[src/hsw_pkg.sv]
// Purpose: Shared types and constants for head select and write clocking
// Assumes: One 10 MHz system clock; all pins sampled on it
// Notes:   Arm enables are one-hot for a legal head and all zero otherwise, bit 0 is arm 1
package hsw_pkg;
    // ==================================================
    // Head addressing
    localparam logic [3:0] HSW_MAX_HEAD = 4'he;
    localparam int         HSW_NUM_ARM  = 8;
    // Arm enable per head pair, head number bits 3:1 index it
    localparam logic [7:0] HSW_ARM_MAP [0:7] = '{
        8'h20, 8'h40, 8'h80, 8'h01, 8'h02, 8'h04, 8'h08, 8'h10};
    localparam logic [7:0] HSW_ARM_NONE = 8'h00;

    // ==================================================
    // Clock dividers and encoder
    localparam logic [1:0] HSW_FB_DIV_LAST = 2'h2; // Divide by three
    localparam logic [4:0] HSW_Q_EMPTY     = 5'h00;
    localparam logic [2:0] HSW_BUF_EMPTY   = 3'h0;

    // ==================================================
    // Write state machine
    typedef enum logic [2:0] {
        HSW_WR_IDLE   = 3'h1,
        HSW_WR_ACTIVE = 3'h2,
        HSW_WR_FAULT  = 3'h4
    } hsw_wr_state_t;

    // ==================================================
    // Carriers
    typedef struct packed {
        logic [7:0] arm_en;      // One-hot arm preamplifier enable
        logic       head_choice; // Head on the enabled arm
        logic [3:0] addr;        // Head number holding register
    } hsw_sel_t;

    typedef struct packed {
        logic pump_up;
        logic pump_down;
        logic base_clk;  // base_transfer_rate_clock
        logic half_clk;  // half_rate_clock
    } hsw_pll_t;

    typedef struct packed {
        logic write_enable;
        logic write_fault;
        logic data_p;    // polarity_flip_stage true line
        logic data_n;    // polarity_flip_stage complement line
    } hsw_wr_t;
endpackage : hsw_pkg

[src/hsw_head_write.sv]
// Purpose: Head selection decode and write path front end of a disc drive
// Assumes: Pins synchronous to sys_clk; vco_clk_in, ref_clk_in and
//          write_clk_in are sampled levels much slower than sys_clk
// Notes:   Compensation is the nominal path only; no early/late shifts
`timescale 1ns/1ps

module hsw_head_write
    import hsw_pkg::*;
(
    input  wire logic       sys_clk,
    input  wire logic       nrst,
    input  wire logic       on_cylinder,
    input  wire logic       head_sel_cmd,
    input  wire logic [3:0] head_number,
    input  wire logic       write_gate,
    input  wire logic       write_data_nrz,
    input  wire logic       write_clk_in,
    input  wire logic       fault_clear,
    input  wire logic       servo_decoding,
    input  wire logic       vco_clk_in,
    input  wire logic       ref_clk_in,
    output hsw_sel_t        sel_out,
    output hsw_pll_t        pll_out,
    output hsw_wr_t         wr_out
);
    // ==================================================
    // Reset release
    logic          rst_meta_ff;
    logic          rst_n_ff;
    // Selection
    hsw_sel_t      sel_ff;
    logic          head_ok_ff;
    // Loop
    logic          vco_d_ff;
    logic          ref_d_ff;
    logic          base_ff;
    logic          half_ff;
    logic          half_d_ff;
    logic [1:0]    div3_ff;
    logic          pend_fb_ff;
    logic          pend_ref_ff;
    logic          pump_up_ff;
    logic          pump_dn_ff;
    // Write path
    hsw_wr_state_t wr_state_ff;
    hsw_wr_state_t nxt_wr_state;
    logic          wclk_d_ff;
    logic [3:0]    nrz_buf_ff;
    logic [2:0]    nrz_len_ff;
    logic [15:0]   out_q_ff;
    logic [4:0]    out_cnt_ff;
    logic [15:0]   nxt_out_q;
    logic [4:0]    nxt_out_cnt;
    logic          enc_bit_ff;
    logic [1:0]    comp_ff;
    logic          flip_ff;
    logic          wen_ff;
    // Decoded events
    logic          tick_2f;
    logic          ref_edge;
    logic          fb_edge;
    logic          wclk_edge;
    logic          take_bit;
    logic [3:0]    nb;
    logic [2:0]    nl;
    logic          hit;
    logic [3:0]    clen;
    logic [7:0]    code;

    // ==================================================
    // Two flip-flop reset release; async assert
    always_ff @(posedge sys_clk or negedge nrst)
    begin
        if (!nrst)
            {rst_meta_ff, rst_n_ff} <= '0;
        else
        begin
            rst_meta_ff <= 1'b1;
            rst_n_ff    <= rst_meta_ff;
        end
    end

    // ==================================================
    // Head selection: command ignored while the actuator seeks
    always_ff @(posedge sys_clk or negedge rst_n_ff)
    begin
        if (!rst_n_ff)
            {sel_ff, head_ok_ff} <= '0;
        else if (head_sel_cmd && on_cylinder)
        begin
            sel_ff.addr        <= head_number;
            sel_ff.head_choice <= head_number[0];
            // Decode straight from the pins so outputs stay registered
            if (head_number > HSW_MAX_HEAD)
            begin
                sel_ff.arm_en <= HSW_ARM_NONE;
                head_ok_ff    <= 1'b0;
            end
            else
            begin
                sel_ff.arm_en <= HSW_ARM_MAP[head_number[3:1]];
                head_ok_ff    <= 1'b1;
            end
        end
    end

    // ==================================================
    // Edge sampling of slow clock levels
    always_ff @(posedge sys_clk or negedge rst_n_ff)
    begin
        if (!rst_n_ff)
            {vco_d_ff, ref_d_ff, wclk_d_ff, half_d_ff} <= '0;
        else
        begin
            vco_d_ff  <= vco_clk_in;
            ref_d_ff  <= ref_clk_in;
            wclk_d_ff <= write_clk_in;
            half_d_ff <= half_ff;
        end
    end

    assign tick_2f   = vco_clk_in && !vco_d_ff && servo_decoding;
    assign ref_edge  = ref_clk_in && !ref_d_ff && servo_decoding;
    assign wclk_edge = write_clk_in && !wclk_d_ff;
    assign fb_edge   = half_ff && !half_d_ff && (div3_ff == HSW_FB_DIV_LAST);

    // ==================================================
    // Dividers; held cleared while servo is not decoded
    always_ff @(posedge sys_clk or negedge rst_n_ff)
    begin
        if (!rst_n_ff)
            {base_ff, half_ff, div3_ff} <= '0;
        else if (!servo_decoding)
            {base_ff, half_ff, div3_ff} <= '0;
        else
        begin
            if (tick_2f)
                base_ff <= !base_ff;
            if (tick_2f && base_ff)
                half_ff <= !half_ff;
            if (half_ff && !half_d_ff)
                div3_ff <= (div3_ff == HSW_FB_DIV_LAST) ? 2'h0 : div3_ff + 2'h1;
        end
    end

    // ==================================================
    // Coincidence comparator: pump width follows phase error
    always_ff @(posedge sys_clk or negedge rst_n_ff)
    begin
        if (!rst_n_ff)
            {pend_fb_ff, pend_ref_ff, pump_up_ff, pump_dn_ff} <= '0;
        else
        begin
            if (fb_edge && ref_edge)
            begin
                pend_fb_ff  <= 1'b0;
                pend_ref_ff <= 1'b0;
            end
            else if (fb_edge)
            begin
                pend_fb_ff  <= !pend_ref_ff;
                pend_ref_ff <= 1'b0;
            end
            else if (ref_edge)
            begin
                pend_ref_ff <= !pend_fb_ff;
                pend_fb_ff  <= 1'b0;
            end
            pump_dn_ff <= pend_fb_ff;  // Feedback led
            pump_up_ff <= pend_ref_ff; // Feedback lags
        end
    end

    // ==================================================
    // Write state: fault sticks until cleared, set wins
    always_comb
    begin
        nxt_wr_state = wr_state_ff;
        case (wr_state_ff)
            HSW_WR_IDLE, HSW_WR_ACTIVE:
            begin
                if (write_gate && !head_ok_ff)
                    nxt_wr_state = HSW_WR_FAULT;
                else if (write_gate)
                    nxt_wr_state = HSW_WR_ACTIVE;
                else
                    nxt_wr_state = HSW_WR_IDLE;
            end
            HSW_WR_FAULT:
            begin
                if (fault_clear && !(write_gate && !head_ok_ff))
                    nxt_wr_state = HSW_WR_IDLE;
            end
            default:
                nxt_wr_state = HSW_WR_IDLE;
        endcase
    end

    always_ff @(posedge sys_clk or negedge rst_n_ff)
    begin
        if (!rst_n_ff)
            wr_state_ff <= HSW_WR_IDLE;
        else
            wr_state_ff <= nxt_wr_state;
    end

    // ==================================================
    // NRZ word recognition; bits taken on returned write clock
    assign take_bit = wclk_edge && write_gate;
    assign nb       = {nrz_buf_ff[2:0], write_data_nrz};
    assign nl       = nrz_len_ff + 3'h1;

    always_comb
    begin
        hit  = 1'b1;
        clen = 4'h0;
        code = 8'h00;
        case ({nl, nb})
            {3'h2, 4'h0}: begin clen = 4'h4; code = 8'h80; end
            {3'h2, 4'h1}: begin clen = 4'h4; code = 8'h40; end
            {3'h3, 4'h4}: begin clen = 4'h6; code = 8'h20; end
            {3'h3, 4'h5}: begin clen = 4'h6; code = 8'h90; end
            {3'h3, 4'h7}: begin clen = 4'h6; code = 8'h10; end
            {3'h4, 4'hc}: begin clen = 4'h8; code = 8'h08; end
            {3'h4, 4'hd}: begin clen = 4'h8; code = 8'h24; end
            default:      hit  = 1'b0;
        endcase
        hit = hit && take_bit;
    end

    always_ff @(posedge sys_clk or negedge rst_n_ff)
    begin
        if (!rst_n_ff)
            {nrz_buf_ff, nrz_len_ff} <= '0;
        else if (!write_gate)
            {nrz_buf_ff, nrz_len_ff} <= '0;
        else if (take_bit)
        begin
            nrz_buf_ff <= hit ? 4'h0 : nb;
            nrz_len_ff <= hit ? HSW_BUF_EMPTY : nl;
        end
    end

    // ==================================================
    // Output queue: words appended, one code bit per 2F tick
    always_comb
    begin
        nxt_out_q   = out_q_ff;
        nxt_out_cnt = out_cnt_ff;
        if (tick_2f && out_cnt_ff != HSW_Q_EMPTY)
        begin
            nxt_out_q   = {out_q_ff[14:0], 1'b0};
            nxt_out_cnt = out_cnt_ff - 5'h01;
        end
        if (hit)
        begin
            nxt_out_q   = nxt_out_q | ({code, 8'h00} >> nxt_out_cnt);
            nxt_out_cnt = nxt_out_cnt + {1'b0, clen};
        end
    end

    // Encoder, compensation, polarity stage in that order
    always_ff @(posedge sys_clk or negedge rst_n_ff)
    begin
        if (!rst_n_ff)
            {out_q_ff, out_cnt_ff, enc_bit_ff, comp_ff} <= '0;
        else if (!write_gate)
            {out_q_ff, out_cnt_ff, enc_bit_ff, comp_ff} <= '0;
        else
        begin
            out_q_ff   <= nxt_out_q;
            out_cnt_ff <= nxt_out_cnt;
            if (tick_2f)
            begin
                enc_bit_ff <= (out_cnt_ff != HSW_Q_EMPTY) && out_q_ff[15];
                comp_ff    <= {comp_ff[0], enc_bit_ff};
            end
        end
    end

    // Stage cleared whenever writing is not enabled
    always_ff @(posedge sys_clk or negedge rst_n_ff)
    begin
        if (!rst_n_ff)
            {flip_ff, wen_ff} <= '0;
        else
        begin
            wen_ff <= write_gate && head_ok_ff && nxt_wr_state == HSW_WR_ACTIVE;
            if (!wen_ff)
                flip_ff <= 1'b0;
            else if (tick_2f && comp_ff[1])
                flip_ff <= !flip_ff;
        end
    end

    // ==================================================
    // Outputs
    assign sel_out = sel_ff;
    assign pll_out = '{pump_up: pump_up_ff, pump_down: pump_dn_ff,
                       base_clk: base_ff, half_clk: half_ff};
    assign wr_out  = '{write_enable: wen_ff,
                       write_fault: wr_state_ff == HSW_WR_FAULT,
                       data_p: flip_ff, data_n: !flip_ff};
endmodule : hsw_head_write

[config.mk]
export PLATFORM = sky130hd
export DESIGN_NAME = hsw_head_write
export DESIGN_NICKNAME = d
export VERILOG_FILES = /design/src/hsw_pkg.sv /design/src/hsw_head_write.sv
export SDC_FILE = /design/constraint.sdc
export NUM_CORES = 1
export LEC_CHECK = 0
export ABC_AREA = 0
export BUFFER_PORTS_ARGS = -buffer_cell sky130_fd_sc_hd__buf_2
export CAP_MARGIN = 20
export CORE_MARGIN = 3
export CORE_UTILIZATION = 53
export CTS_CLUSTER_SIZE = 14
export DETAILED_ROUTE_END_ITERATION = 12
export GPL_ROUTABILITY_DRIVEN = 0
export GPL_TIMING_DRIVEN = 0
export PLACE_DENSITY_LB_ADDON = 0.15
export SKIP_LAST_GASP = 1
export SYNTH_ARGS = -nofsm -noshare
export SYNTH_HDL_FRONTEND = slang
export SYNTH_SLANG_ARGS = --single-unit
export TNS_END_PERCENT = 1
[constraint.sdc]
create_clock -name sys_clk -period 1.9 [get_ports sys_clk]
set_input_delay 0.38 -clock sys_clk [delete_from_list [all_inputs] [get_ports sys_clk]]
set_output_delay 0.38 -clock sys_clk [all_outputs]
set_load 0.01 [all_outputs]
==> results.txt, run 1 <==
The run finished, with violations left. The checks that failed: setup timing. The tightest hold path in the finished design has a slack of 160.5 ps. The via total after detailed routing came out at 2,993. The synthesized netlist contains 72 unique library cells. The number of remaining DRC errors is 0. Counting I/O delays and the setup requirement, the final critical path takes 2451 ps. The share of the core filled with cells in the final layout came out at 72.63%. The mean area per synthesized cell is ~9.5 um^2. Counting the fill cells in the layout gives 441. The footprint of the multi-input gates is between 1500 and 2000 um^2. The height of the die is between 80 and 90 um. The net load switching power came out at 0.7636 mW. Clock tree synthesis inserted a total of 9 buffers. The count of max-cap constraint violations came out at 0. Setup repair after global routing could not meet its margin everywhere.

In this run the remaining antenna-violating nets after routing total 0. The switching power share of the total is 23.29%. The part of the Yosys area used for sequential elements came out at 45.61%. In the synthesized netlist the async set-or-reset flop fraction comes to 100.0%. The share of final-layout standard cells stronger than drive strength 1 is 32.27%. The final total power is 3.279 mW. The share of Yosys cell area claimed by the top area cell type came out at 44.84%. The static leakage is 2.004 nW. Global routing finished with a remaining overflow of 0.

The final net count came out at roughly 460. The synthesized design spends more area on one cell type than any other, namely sky130_fd_sc_hd__dfrtp_1. The cell sitting at the root of the clock tree is a sky130_fd_sc_hd__clkbuf_8. The area enclosed by the die boundary is approximately 7400 um^2. The number of antenna violations at the first check in global routing is 0. The commonest cells after synthesis are sky130_fd_sc_hd__dfrtp_1, sky130_fd_sc_hd__nand2_1, sky130_fd_sc_hd__nor2_1, sky130_fd_sc_hd__a21oi_1, sky130_fd_sc_hd__o21ai_0. Yosys instantiated no cell more often than sky130_fd_sc_hd__dfrtp_1. Data arrives at the worst endpoint at around 2700 ps. The x dimension of the die came out at 86.15 um.

The placed cell count is about 470. The worst-case clock buffer depth is 2. STA classifies the critical path endpoint as a flip-flop. The class of the tightest hold or removal check is in2reg. Multiplexer cells account for 3.455% of the synthesized area. The total of warnings raised by yosys came out at 0. After synthesis, the largest family of logic cells by area is simple AND/OR/NAND/NOR gates.

The simple-gate area share of the yosys netlist is between 20% and 30%. The sequential group share of total power came out at 44.9%. By area the synthesized netlist is led by sky130_fd_sc_hd__dfrtp_1, sky130_fd_sc_hd__nand2_1, sky130_fd_sc_hd__nor2_1. The total number of clock tree sinks came out at between 60 and 70. The sequential cell area is 1555 um^2. After routing the design area is 4402 um^2. The area of the core region came out at 6061 um^2. The first global-routing pass estimated roughly 14 mm of wire. The worst pin sits at a relative slew slack of 55.70%. The highest ir drop seen on vdd is between 0.0007 and 0.0008 V. 36 I/O pins were placed.

Power spread over the standard cell area amounts to 744.9 nW/um^2. The sum of net half-perimeters after detailed placement came out at 5.446 mm. The post-synthesis instance total came out at 357. The overall routed net length came out at roughly 8.4 mm. The flop and latch count out of synthesis came out at 62. The H-tree was split into 3 levels.

The classification of the worst setup path is reg2reg. Of the total synthesized cell area, the portion taken by XOR and XNOR cells is between 1.5 and 2%. The final worst-path setup slack is -551.2 ps. Combinational logic burns 10.9% of the power. The via count of the first global-routing pass came out at 2,867. In this run the worst path has a maximum fanout of 5. The post-route fraction of the period consumed by the critical path came out at 129.0%. The most used flip-flop cell after synthesis is sky130_fd_sc_hd__dfrtp_1. The kind of start point of the critical path is a flip-flop. The post-synthesis share of cell area spent on full adders, half adders and majority gates came out at 3.896%. The synthesized netlist net count is 382. The CTS tree is built. The later pin in the worst-skew pair is clocked with a latency of 340 ps. Relative to the synthesized area, the layout overhead comes to 29.29%. The total of endpoints with negative setup slack in the final report is 27. For this configuration, the core starts out at a cell density of 56.17%. Based on the critical path, the design can be clocked at up to 408.0 MHz. The detailed router finished its first iteration with 209 violations. The number of antenna diodes in the final layout is 0. The number of failing hold endpoints at the final stage was 0. The average wire length per cell after detail routing came out at 16.46 um. The area of the mapped netlist is 3405 um^2. The clock tree skew after final layout is 9.583 ps. The count of input and output buffers is 34. The largest net degree at the start of global routing is 32. Of the total power, the clock network draws ~44%. The compound-cell area share of the yosys netlist came out at 18.93%.

The iteration count of the initial detailed-routing pass is 6. The max-slew violation count came to 0. The clock-pin slew on the worst setup and hold paths is about 70 ps. The row count came out at 28. The transition time at the pin with the least slew margin is 664.5 ps. The total cell area at the placement stage is 3740 um^2. At the worst endpoint, the required time is ~2100 ps. The count of cells in the finished layout, fillers not included, comes to 512. The overall routing resource usage is 23.12%. Dividing the detail-routed via count by the number of cells gives 5.846. Yosys mapped a number of flops with a built-in enable equal to 0. The total internal power came out at 2.515 mW.
## per-stage QoR
step                      TNS [ps]  worst slack (ps)
after floorplan              -6762            -482.3
after global placement      -52260            -806.2
after detailed placement    -16610            -864.9
after CTS                    -9372            -493.5
after global routing        -12970            -692.0
final                       -10110            -551.2
## power groups by stage
stage	sequential, mW	combinational [mW]	clock (mW)
3_3_place_gp	1.51	0.292	0
3_5_place_dp	1.50	0.317	0
5_1_grt	1.48	0.397	1.52
4_1_cts	1.47	0.340	1.46
6_report	1.47	0.358	1.45
2_1_floorplan	1.50	0.189	0
## registers in the layout, indices dropped and copies added (netlist names), 2 cells and up
signal,count
out_q_ff,16
sel_out,12
out_cnt_ff,5
nrz_buf_ff,3
nrz_len_ff,3
wr_state_ff,3
comp_ff,2
div3_ff,2
## logic make-up after synthesis
kind of cell	after synthesis
other	1
AOI/OAI and AO/OA	93
DFF	62
muxes	11
adders and majority gates	10
xor gates and xnor gates	6
buffers and inverters	34
and+or+nand+nor	140
## worst max-delay path: stages, from the launching register on
cell	delay (ps)
sky130_fd_sc_hd__dfrtp_2	440
sky130_fd_sc_hd__inv_4	90
sky130_fd_sc_hd__ha_4	140
sky130_fd_sc_hd__nor4b_4	180
sky130_fd_sc_hd__buf_4	190
sky130_fd_sc_hd__nor3_1	60
sky130_fd_sc_hd__a21oi_2	210
sky130_fd_sc_hd__inv_2	110
sky130_fd_sc_hd__ha_1	320
sky130_fd_sc_hd__a21oi_1	170
sky130_fd_sc_hd__nor2b_1	70
sky130_fd_sc_hd__o21ai_1	160
sky130_fd_sc_hd__xnor2_1	130
sky130_fd_sc_hd__nor2_1	50
## what timing repair did
item | 4_1_cts | 5_1_grt
hold buffers | 1 | 0
setup endpoints to repair | 27 | 28
pin swaps | 6 | 14
endpoints found under the hold margin | 2 | 0
buffers inserted | 22 | 8
gates cloned | 0 | 0
resized for setup | 23 | 16
## worst paths after layout
path | slack (ps) | to | depth (start not counted) | start
min | 160 | ref_d_ff | 1 | ref_clk_in
max | -550 | out_cnt_ff[4] | 13 | out_cnt_ff[0]
min reg2reg | 300 | out_q_ff[12] | 0 | rst_n_ff
max in group asynchronous | 930 | wr_state_ff[0] | 1 | rst_n_ff
max reg2reg | -550 | out_cnt_ff[4] | 13 | out_cnt_ff[0]
min in group asynchronous | 300 | out_q_ff[12] | 0 | rst_n_ff
## cell usage in the layout (no fill, tap or decap), types with 4 or more instances in the layout
cell / synthesis / layout
sky130_fd_sc_hd__ha_4: 0 / 4
sky130_fd_sc_hd__o21ai_0: 15 / 11
sky130_fd_sc_hd__inv_1: 12 / 10
sky130_fd_sc_hd__clkbuf_1: 9 / 7
sky130_fd_sc_hd__o31ai_1: 5 / 5
sky130_fd_sc_hd__dfrtp_1: 61 / 59
sky130_fd_sc_hd__nor2b_1: 6 / 6
sky130_fd_sc_hd__clkbuf_8: 0 / 11
sky130_fd_sc_hd__nor3b_1: 4 / 4
sky130_fd_sc_hd__a21oi_1: 23 / 22
sky130_fd_sc_hd__mux2i_1: 7 / 5
sky130_fd_sc_hd__and3_1: 6 / 6
sky130_fd_sc_hd__ha_1: 9 / 4
sky130_fd_sc_hd__a22o_1: 9 / 9
sky130_fd_sc_hd__nor3_1: 7 / 5
sky130_fd_sc_hd__buf_2: 0 / 34
sky130_fd_sc_hd__buf_4: 8 / 35
sky130_fd_sc_hd__nand3_1: 8 / 8
sky130_fd_sc_hd__nor2_1: 37 / 36
sky130_fd_sc_hd__nand2_1: 38 / 38
sky130_fd_sc_hd__nand2b_1: 6 / 6
## final cells by class
type	count	area share, %
clock inverter	3	2.047
inverter	15	1.336
sequential	62	35.33
tap	75	2.132
multi-input combinational	261	42.98
clock buffer	13	3.610
buffer	17	2.530
timing repair buffer	66	10.03
## routing by layer
metal	track usage [%]	share of wire, %	vias up
li1	-	-	1422
met1	29.70	43	1447
met2	39.10	49	108
met3	3.842	6.2	16
met4	8.633	1.7	0
met5	0	0	-
Note: power is estimated with default switching activity, not from simulation.
==> run 2: changes to the inputs <==
--- a/config.mk
+++ b/config.mk
@@ -5,7 +5,7 @@
 export SDC_FILE = /design/constraint.sdc
 export NUM_CORES = 1
 export LEC_CHECK = 0
-export ABC_AREA = 0
+export ABC_AREA = 1
 export BUFFER_PORTS_ARGS = -buffer_cell sky130_fd_sc_hd__buf_2
 export CAP_MARGIN = 20
 export CORE_MARGIN = 3
==> run 2 against run 1 <==
Compared with the run above:
- the run still ends with setup timing left
- setup slack better by 340 ps
- via count down 0.90%
- final cell count up 10%
- core utilization down 3.6 points
- die area up 0.79%
- critical path type unchanged
- largest power group unchanged
==> results.txt, run 2 <==
The startpoint identified for the worst hold timing path is ref_clk_in. The count of input and output buffers came out at 35. The share of synthesized flip-flops with an asynchronous set or reset is 100.0%. The met3 usage in global routing came out at 5.323%.

The element type at the critical path end is a flip-flop. The routing usage on met1 is 29.55%. Summed over all layers, the routed wires come to ~7.5 mm. The final worst-path setup slack is -209.7 ps. The die is ~86 um wide.

The synthesized netlist net count is 446. The via count of the first global-routing pass was 2,930. The final reports fail on setup timing. The share of Yosys cell area claimed by the top area cell type came out at 44.46%. Of all cell types, the one taking the most synthesized area is sky130_fd_sc_hd__dfrtp_1.

In the layout the commonest cells are sky130_fd_sc_hd__nand2_1, sky130_fd_sc_hd__dfrtp_1, sky130_fd_sc_hd__nand3_1, sky130_fd_sc_hd__inv_1, sky130_fd_sc_hd__o21ai_0. In the final routed layout, each cell accounts on average for 13.36 um. The initial cell density of the core is 56.32%.

The share of final-layout standard cells stronger than drive strength 1 came out at 27.96%. The path with the worst hold slack has its endpoint at ref_d_ff. The worst-case clock buffer depth came out at 2. The number of synthesized flops with an enable pin came out at 0.

The number of nets still failing antenna checks after routing came out at 0. For this design, the sink count on the clock tree is 62. The share of the core filled with cells in the final layout is 69.01%. The number of instances on the worst hold path is 1. The area enclosed by the die boundary came out at 7480 um^2.

The count of max-cap constraint violations came out at 0. The highest ir drop seen on vdd is between 0.0006 and 0.0007 V. The startpoint of the worst register-to-register path is nrz_len_ff[0]. The depth of the worst register-to-register path came out at 10. The total overflow left after global routing is 0.

The buffers plus inverters on the worst setup path is 2. The H-tree depth is 3. The final net count came out at 510. The tree is rooted in a sky130_fd_sc_hd__clkbuf_8. The via total after detailed routing is 2,966. After synthesis, the cell types taking the most area are sky130_fd_sc_hd__dfrtp_1, sky130_fd_sc_hd__nand2_1, sky130_fd_sc_hd__nand3_1. The flip-flop cell with the highest count after synthesis is sky130_fd_sc_hd__dfrtp_1. Traced cell by cell, the critical path runs through ha_2 -> ha_4 -> nand2_2 -> inv_2 -> o211ai_1 -> inv_1 -> ha_4 -> fa_2 -> xnor2_2 -> o22ai_1. The slack of the worst reg-to-reg path is -210 ps.

The fmax came out at 474.0 MHz. The biggest fanout along the worst timing path came out at 3. Clock tree synthesis inserted a total of 9 buffers. At the worst endpoint, the arrival time is about 2300 ps. The worst-skew pair later-pin latency is 340 ps. The static leakage is slightly above 2 nW. Ranked by instance count, the synthesized netlist is headed by sky130_fd_sc_hd__nand2_1, sky130_fd_sc_hd__dfrtp_1, sky130_fd_sc_hd__nand3_1, sky130_fd_sc_hd__inv_1, sky130_fd_sc_hd__o21ai_0. The area of the mapped netlist came out at 3433 um^2. The total of warnings raised by yosys came out at 0. The max-slew violation count is 0.

Clock-pin slew was measured on the worst setup and hold paths at 70 ps. The iteration count of the initial detailed-routing pass is 5. The flop and latch count out of synthesis is between 60 and 70. The setup path with the least slack is of type reg2reg. The number of distinct library cells after synthesis is 39. The first global-routing pass estimated 13.10 mm of wire. The delay of the slowest cell on the worst path came out at 380 ps. The layout overhead on the synthesized area came out at 22.52%. The number of antenna violations at the first check in global routing came out at 0. Summing the sequential cell areas from Yosys gives ~45% of the chip area.

The sum of net half-perimeters after detailed placement is 5.351 mm. The mean area per synthesized cell is 8.155 um^2. The power per cell area is around 710 nW/um^2. The height of the die is 86.49 um. Prior to clock tree synthesis, the placed netlist has a worst setup slack of -317.9 ps. The worst register-to-register path ends at out_cnt_ff[3]. The overall routing resource usage is 22.15%. The post-route standard cell area excluding fillers came out at 4207 um^2. The area of the core region is 6096 um^2. The count of boundary I/O pins is 36. The largest net degree at the start of global routing is 36. Broken down by cell family, the worst path's largest delay share belongs to adder cells. The CTS tree is built. Setup violations remaining at the end of the flow were counted as 20. Among all cell types in the netlist, the one instantiated most often is sky130_fd_sc_hd__nand2_1. The starting DRC count in detailed routing came out at 188. The worst relative slew slack is 61.17%.

The row count came out at 28. The register with the most flip-flops in the layout has 16 of them. The kind of start point of the critical path is a flip-flop. The number of antenna diodes in the final layout is 0. Synthesis handed over a netlist of roughly 420 instances.

The total cell area at the placement stage came out at 3785 um^2. In the global route stage, met2 resource usage came out at 35.61%. The number of fill cells in the layout is 500.

Counting stages on the worst path, the most repeated cell is sky130_fd_sc_hd__ha_4. Leaving out fill and tap cells, the most frequent cell in the layout is sky130_fd_sc_hd__nand2_1. Across all hold checks on the routed design, the worst slack comes to 160.8 ps.

Clock skew on the completed layout was measured at between 7 and 8 ps. For this design, the slowest cell found on the critical path is sky130_fd_sc_hd__dfrtp_1. The class of the tightest hold or removal check is in2reg. At the pin with the least slew margin, the transition time is approximately 580 ps. More flip-flops sit in one register than any other, and that register is out_q_ff. The run finished, with violations left. The number of failing hold endpoints at the final stage is 0. Setup repair after global routing could not meet its margin everywhere. Dividing the detail-routed via count by the number of cells gives 5.250. The number of remaining DRC errors came out at 0. The time the worst path needs with I/O delays and setup is about 2100 ps.

The layer flagged by global routing as most heavily used is met2. The post-route fraction of the period consumed by the critical path is 111.0%. At the worst endpoint, the required time is 2120 ps.
[run 2: cell count changes in the layout (fill, tap and decap cells not counted), moves of 6 or more]
| cell | before | now |
|---|---|---|
| sky130_fd_sc_hd__nand2_4 | 0 | 6 |
| sky130_fd_sc_hd__nor2b_1 | 6 | 0 |
| sky130_fd_sc_hd__nand2_2 | 0 | 10 |
| sky130_fd_sc_hd__nor2_1 | 36 | 18 |
| sky130_fd_sc_hd__nand3_1 | 8 | 49 |
| sky130_fd_sc_hd__nand2b_1 | 6 | 0 |
| sky130_fd_sc_hd__and3_1 | 6 | 0 |
| sky130_fd_sc_hd__buf_4 | 35 | 23 |
| sky130_fd_sc_hd__inv_1 | 10 | 44 |
| sky130_fd_sc_hd__o21ai_0 | 11 | 39 |
| sky130_fd_sc_hd__a22o_1 | 9 | 0 |
| sky130_fd_sc_hd__nand2_1 | 38 | 94 |
[run 2: cells by family (layout without fill, tap and decap cells)]
| kind of cell | after synthesis | count (layout) | synth area share [%] |
|---|---|---|---|
| and+or+nand+nor | 201 | 201 | 29.15 |
| AOI/OAI and AO/OA | 75 | 75 | 12.03 |
| buffers and inverters | 69 | 138 | 8.856 |
| DFF | 62 | 62 | 45.23 |
| adders and majority gates | 10 | 10 | 3.863 |
| xor gates and xnor gates | 3 | 3 | 0.7654 |
| other | 1 | 1 | 0.1092 |
[run 2: final cells by class]
| cell class | instances | area [um^2] | area share (%) |
|---|---|---|---|
| clock buffer | 9 | 123.9 | 2.945 |
| inverter | 53 | 207.7 | 4.938 |
| buffer | 16 | 103.9 | 2.469 |
| multi-input combinational | 290 | 1722 | 40.93 |
| clock inverter | 7 | 75.07 | 1.785 |
| timing repair buffer | 53 | 325.3 | 7.734 |
| sequential | 62 | 1555 | 36.97 |
| tap | 75 | 93.84 | 2.231 |
[run 2: power breakdown]
group	internal [mW]	total (mW)	switching (mW)
Combinational	0.147	0.364	0.217
Clock	0.606	1.15	0.541
Sequential	1.40	1.46	0.0517
Total	2.16	2.97	0.810
[run 2: worst max path at each step]
stage,from,end,depth (start not counted)
CTS,nrz_len_ff[1],out_cnt_ff[3],10
finish,nrz_len_ff[0],out_cnt_ff[3],10
floorplan,out_cnt_ff[0],out_cnt_ff[2],11
detailed placement,out_cnt_ff[0],out_cnt_ff[3],11
global route,nrz_len_ff[1],out_cnt_ff[2],10
global placement,out_cnt_ff[0],out_cnt_ff[3],11
[run 2: routing by layer]
metal | vias up | part of all wire [%]
met4 | 0 | 1.4
met5 | - | 0
met3 | 13 | 4.3
met1 | 1384 | 46
li1 | 1490 | -
met2 | 79 | 48
[run 2: per-stage QoR]
stage | total power, mW | setup TNS (ps) | cells
2_1_floorplan | 1.703 | -233.7 | 421
3_3_place_gp | 1.811 | -2737 | 531
3_5_place_dp | 1.828 | -3393 | 532
4_1_cts | 2.987 | -2767 | 560
5_1_grt | 3.116 | -5534 | 565
6_report | 2.968 | -2190 | 565
[run 2: timing repair]
action | CTS | global route
pin swaps | 9 | 14
buffers inserted | 11 | 5
hold buffers | 1 | 0
endpoints found under the hold margin | 2 | 0
setup endpoints to repair | 25 | 27
gates resized for setup | 6 | 17
==> run 3: changes to the inputs <==
--- a/config.mk
+++ b/config.mk
@@ -15,7 +15,7 @@
 export GPL_ROUTABILITY_DRIVEN = 0
 export GPL_TIMING_DRIVEN = 0
 export PLACE_DENSITY_LB_ADDON = 0.15
-export SKIP_LAST_GASP = 1
+export RECOVER_POWER = 100
 export SYNTH_ARGS = -nofsm -noshare
 export SYNTH_HDL_FRONTEND = slang
 export SYNTH_SLANG_ARGS = --single-unit
==> constraint.sdc (replaced) <==
create_clock -name sys_clk -period 1.9 [get_ports sys_clk]
set_input_delay 0.19 -clock sys_clk [delete_from_list [all_inputs] [get_ports sys_clk]]
set_output_delay 0.19 -clock sys_clk [all_outputs]
set_load 0.01 [all_outputs]
==> run 3 against run 2 <==
Compared with the run above:
- clock power about the same
- the run still ends with setup timing left
- sequential power is essentially flat
- critical path depth is the same
==> results.txt, run 3 (synthesis results as in run 2) <==
The flow ran to the end, but the final reports show violations. The final reports fail on setup timing. 36 I/O pins were placed. The number of nets still failing antenna checks after routing is 0.

The path class of the tightest hold or removal check is in2reg. The biggest fanout along the worst timing path is 3. The post-route fraction of the period consumed by the critical path is 111.7%. In this run the most critical hold path is launched from head_number[0]. The row count is 28. The time the worst path needs with I/O delays and setup is roughly 2100 ps. The total number of clock tree sinks is between 60 and 70. In this run the cell area measured after placement is 3785 um^2. Derived from the worst setup path, the maximum achievable clock frequency is 471.0 MHz. Summed over all nets, the half-perimeter wirelength after detailed placement is 5.351 mm. After detailed routing, the number of remaining DRC violations is 0. After routing the design area is about 4300 um^2.

The register with the most flip-flops in the final layout is out_q_ff. The tree is rooted in a sky130_fd_sc_hd__clkbuf_8. The initial cell density of the core is 56.32%. The critical path starts at nrz_len_ff[1].

The count of max-cap constraint violations came out at 0. The CTS tree is built. The worst-case clock buffer depth is 2. The area enclosed by the die boundary came out at 7480 um^2. After clock tree synthesis, the clock-pin slew on the worst setup and hold paths is 70 ps. The height of the die came out at 86.49 um.

The total of endpoints with negative setup slack in the final report came out at 21. Setup repair after global routing could not meet its margin everywhere. The CTS buffer count is 9. The number of failing hold endpoints at the final stage is 0. 0 antenna diodes ended up in the layout. The share of the core filled with cells in the final layout came out at a little over 70%. Measured in cells, the most critical reg-to-reg path has a length of 10. The power per cell area came out at 684.9 nW/um^2. The iteration count of the initial detailed-routing pass is 5. The clock tree skew after final layout is about 9 ps. The met2 track demand over resource came out at between 30% and 40%. The startpoint of the worst register-to-register path is nrz_len_ff[1]. STA classifies the critical path endpoint as a flip-flop. The final net count is 515. At the worst endpoint, the required time is 2160 ps.

Compared with the post-synthesis result, the final layout area differs by 26.17%. The critical path in this run is classified as reg2reg. Leaving out fill and tap cells, the most frequent cell in the layout is sky130_fd_sc_hd__nand2_1. The count of input and output buffers came out at 35. Across the VDD grid, the largest voltage drop is 0.0006470 V. In the routed layout, each cell is associated on average with a via count of 5.379.

Across all hold checks on the routed design, the worst slack comes to 126.6 ps. Global routing used 22.29% of the available tracks across all layers. The first routing iteration left 259 violations. In this run the most used layer during global routing was met2. The overall routed net length came out at 8.058 mm.

The average wire length per cell after detail routing came out at 14.14 um. The via count of the first global-routing pass was 2,950. The share of final-layout standard cells stronger than drive strength 1 came out at 28.28%. The total negative slack is -2724 ps.

For this run, global-route usage on met3 was measured as 5.323%. The largest net degree at the start of global routing is 36. The static leakage is 2.036 nW. The placed cell count came out at 532. The max-slew violation count is 0.

The kind of start point of the critical path is a flip-flop. The critical path arrival is 2380 ps. The worst-skew pair later-pin latency is approximately 340 ps. The number of antenna violations at the first check in global routing came out at 0.

Headroom to the max-slew limit came out at 32.55%. The register with the most flip-flops in the layout has 16 of them. The routed layout has 3,066 vias.

The routing usage on met1 is roughly 30%. The area of the core region is 6096 um^2. The x dimension of the die is 86.49 um. The number of instances on the worst hold path is 3. The transition time at the pin with the least slew margin is 1012 ps. The number of standard cells in the layout, taps in and fillers out is 570. Counting the fill cells in the layout gives 497. CTS built an H-tree with a depth of 3. The total overflow left after global routing is 0. The library cells used most frequently in the layout, excluding fill and tap cells, are sky130_fd_sc_hd__nand2_1, sky130_fd_sc_hd__dfrtp_1, sky130_fd_sc_hd__inv_1, sky130_fd_sc_hd__nand3_1, sky130_fd_sc_hd__o21ai_0. Setup slack on the critical path of the routed design comes to -223.2 ps.

The wire length of the first global-routing pass came out at approximately 13 mm.
[run 3: cell types whose count changed in the layout (fill, tap and decap cells not counted), moves of 6 or more]
cell	change
sky130_fd_sc_hd__nand3_2	+6
sky130_fd_sc_hd__nand3_1	-8
sky130_fd_sc_hd__nand2_2	+8
sky130_fd_sc_hd__nand2_1	-8
sky130_fd_sc_hd__buf_2	-25
sky130_fd_sc_hd__clkbuf_1	+25
[run 3: routing by layer]
layer	vias to the layer above	routed length, um
met2	90	3991
met4	0	136
met5	-	0
li1	1507	-
met1	1452	3556
met3	17	373
[run 3: metrics by stage]
stage | worst slack (ps) | power (mW)
2_1_floorplan | -89.94 | 1.703
3_3_place_gp | -268.7 | 1.811
3_5_place_dp | -317.9 | 1.828
4_1_cts | -204.5 | 2.992
5_1_grt | -359.5 | 3.120
6_report | -223.2 | 2.967
[run 3: report_power, final]
group          switching, mW  internal, mW
sequential            0.0534          1.40
clock                  0.534         0.606
combinational          0.228         0.141
[run 3: worst paths after layout]
kind                                       to  slack [ps]
worst min-delay path               sel_out[0]         130
max in group asynchronous       out_cnt_ff[0]         330
min in group asynchronous         rst_meta_ff         160
worst max register to register  out_cnt_ff[3]        -220
worst min register to register       rst_n_ff         350
worst max-delay path            out_cnt_ff[3]        -220
[run 3: worst max-delay path, cell delays in order (launching register included)]
cell,delay (ps)
sky130_fd_sc_hd__dfrtp_1,410
sky130_fd_sc_hd__ha_4,180
sky130_fd_sc_hd__ha_4,240
sky130_fd_sc_hd__nand2_2,60
sky130_fd_sc_hd__inv_2,40
sky130_fd_sc_hd__o211ai_1,150
sky130_fd_sc_hd__inv_1,130
sky130_fd_sc_hd__ha_4,180
sky130_fd_sc_hd__fa_2,370
sky130_fd_sc_hd__xnor2_2,140
sky130_fd_sc_hd__o22ai_1,140
[run 3: repair_timing]
item,4_1_cts,5_1_grt
gates resized for setup,9,50
hold buffers,4,0
hold endpoints to repair,5,0
pin swaps,12,25
setup buffers,11,7
setup endpoints to repair,25,24
[run 3: layout make-up]
class                   instances  area [um^2]  area share (%)
flip-flops and latches         62         1554           35.88
plain buffers                  16        103.9           2.397
multi-input cells             290         1837           42.40
repair buffers                 58        334.1           7.712
inverters                      53        210.2           4.853
well taps                      75        93.84           2.166
clock buffers                   9        123.9           2.860
clock inverters                 7        75.07           1.733
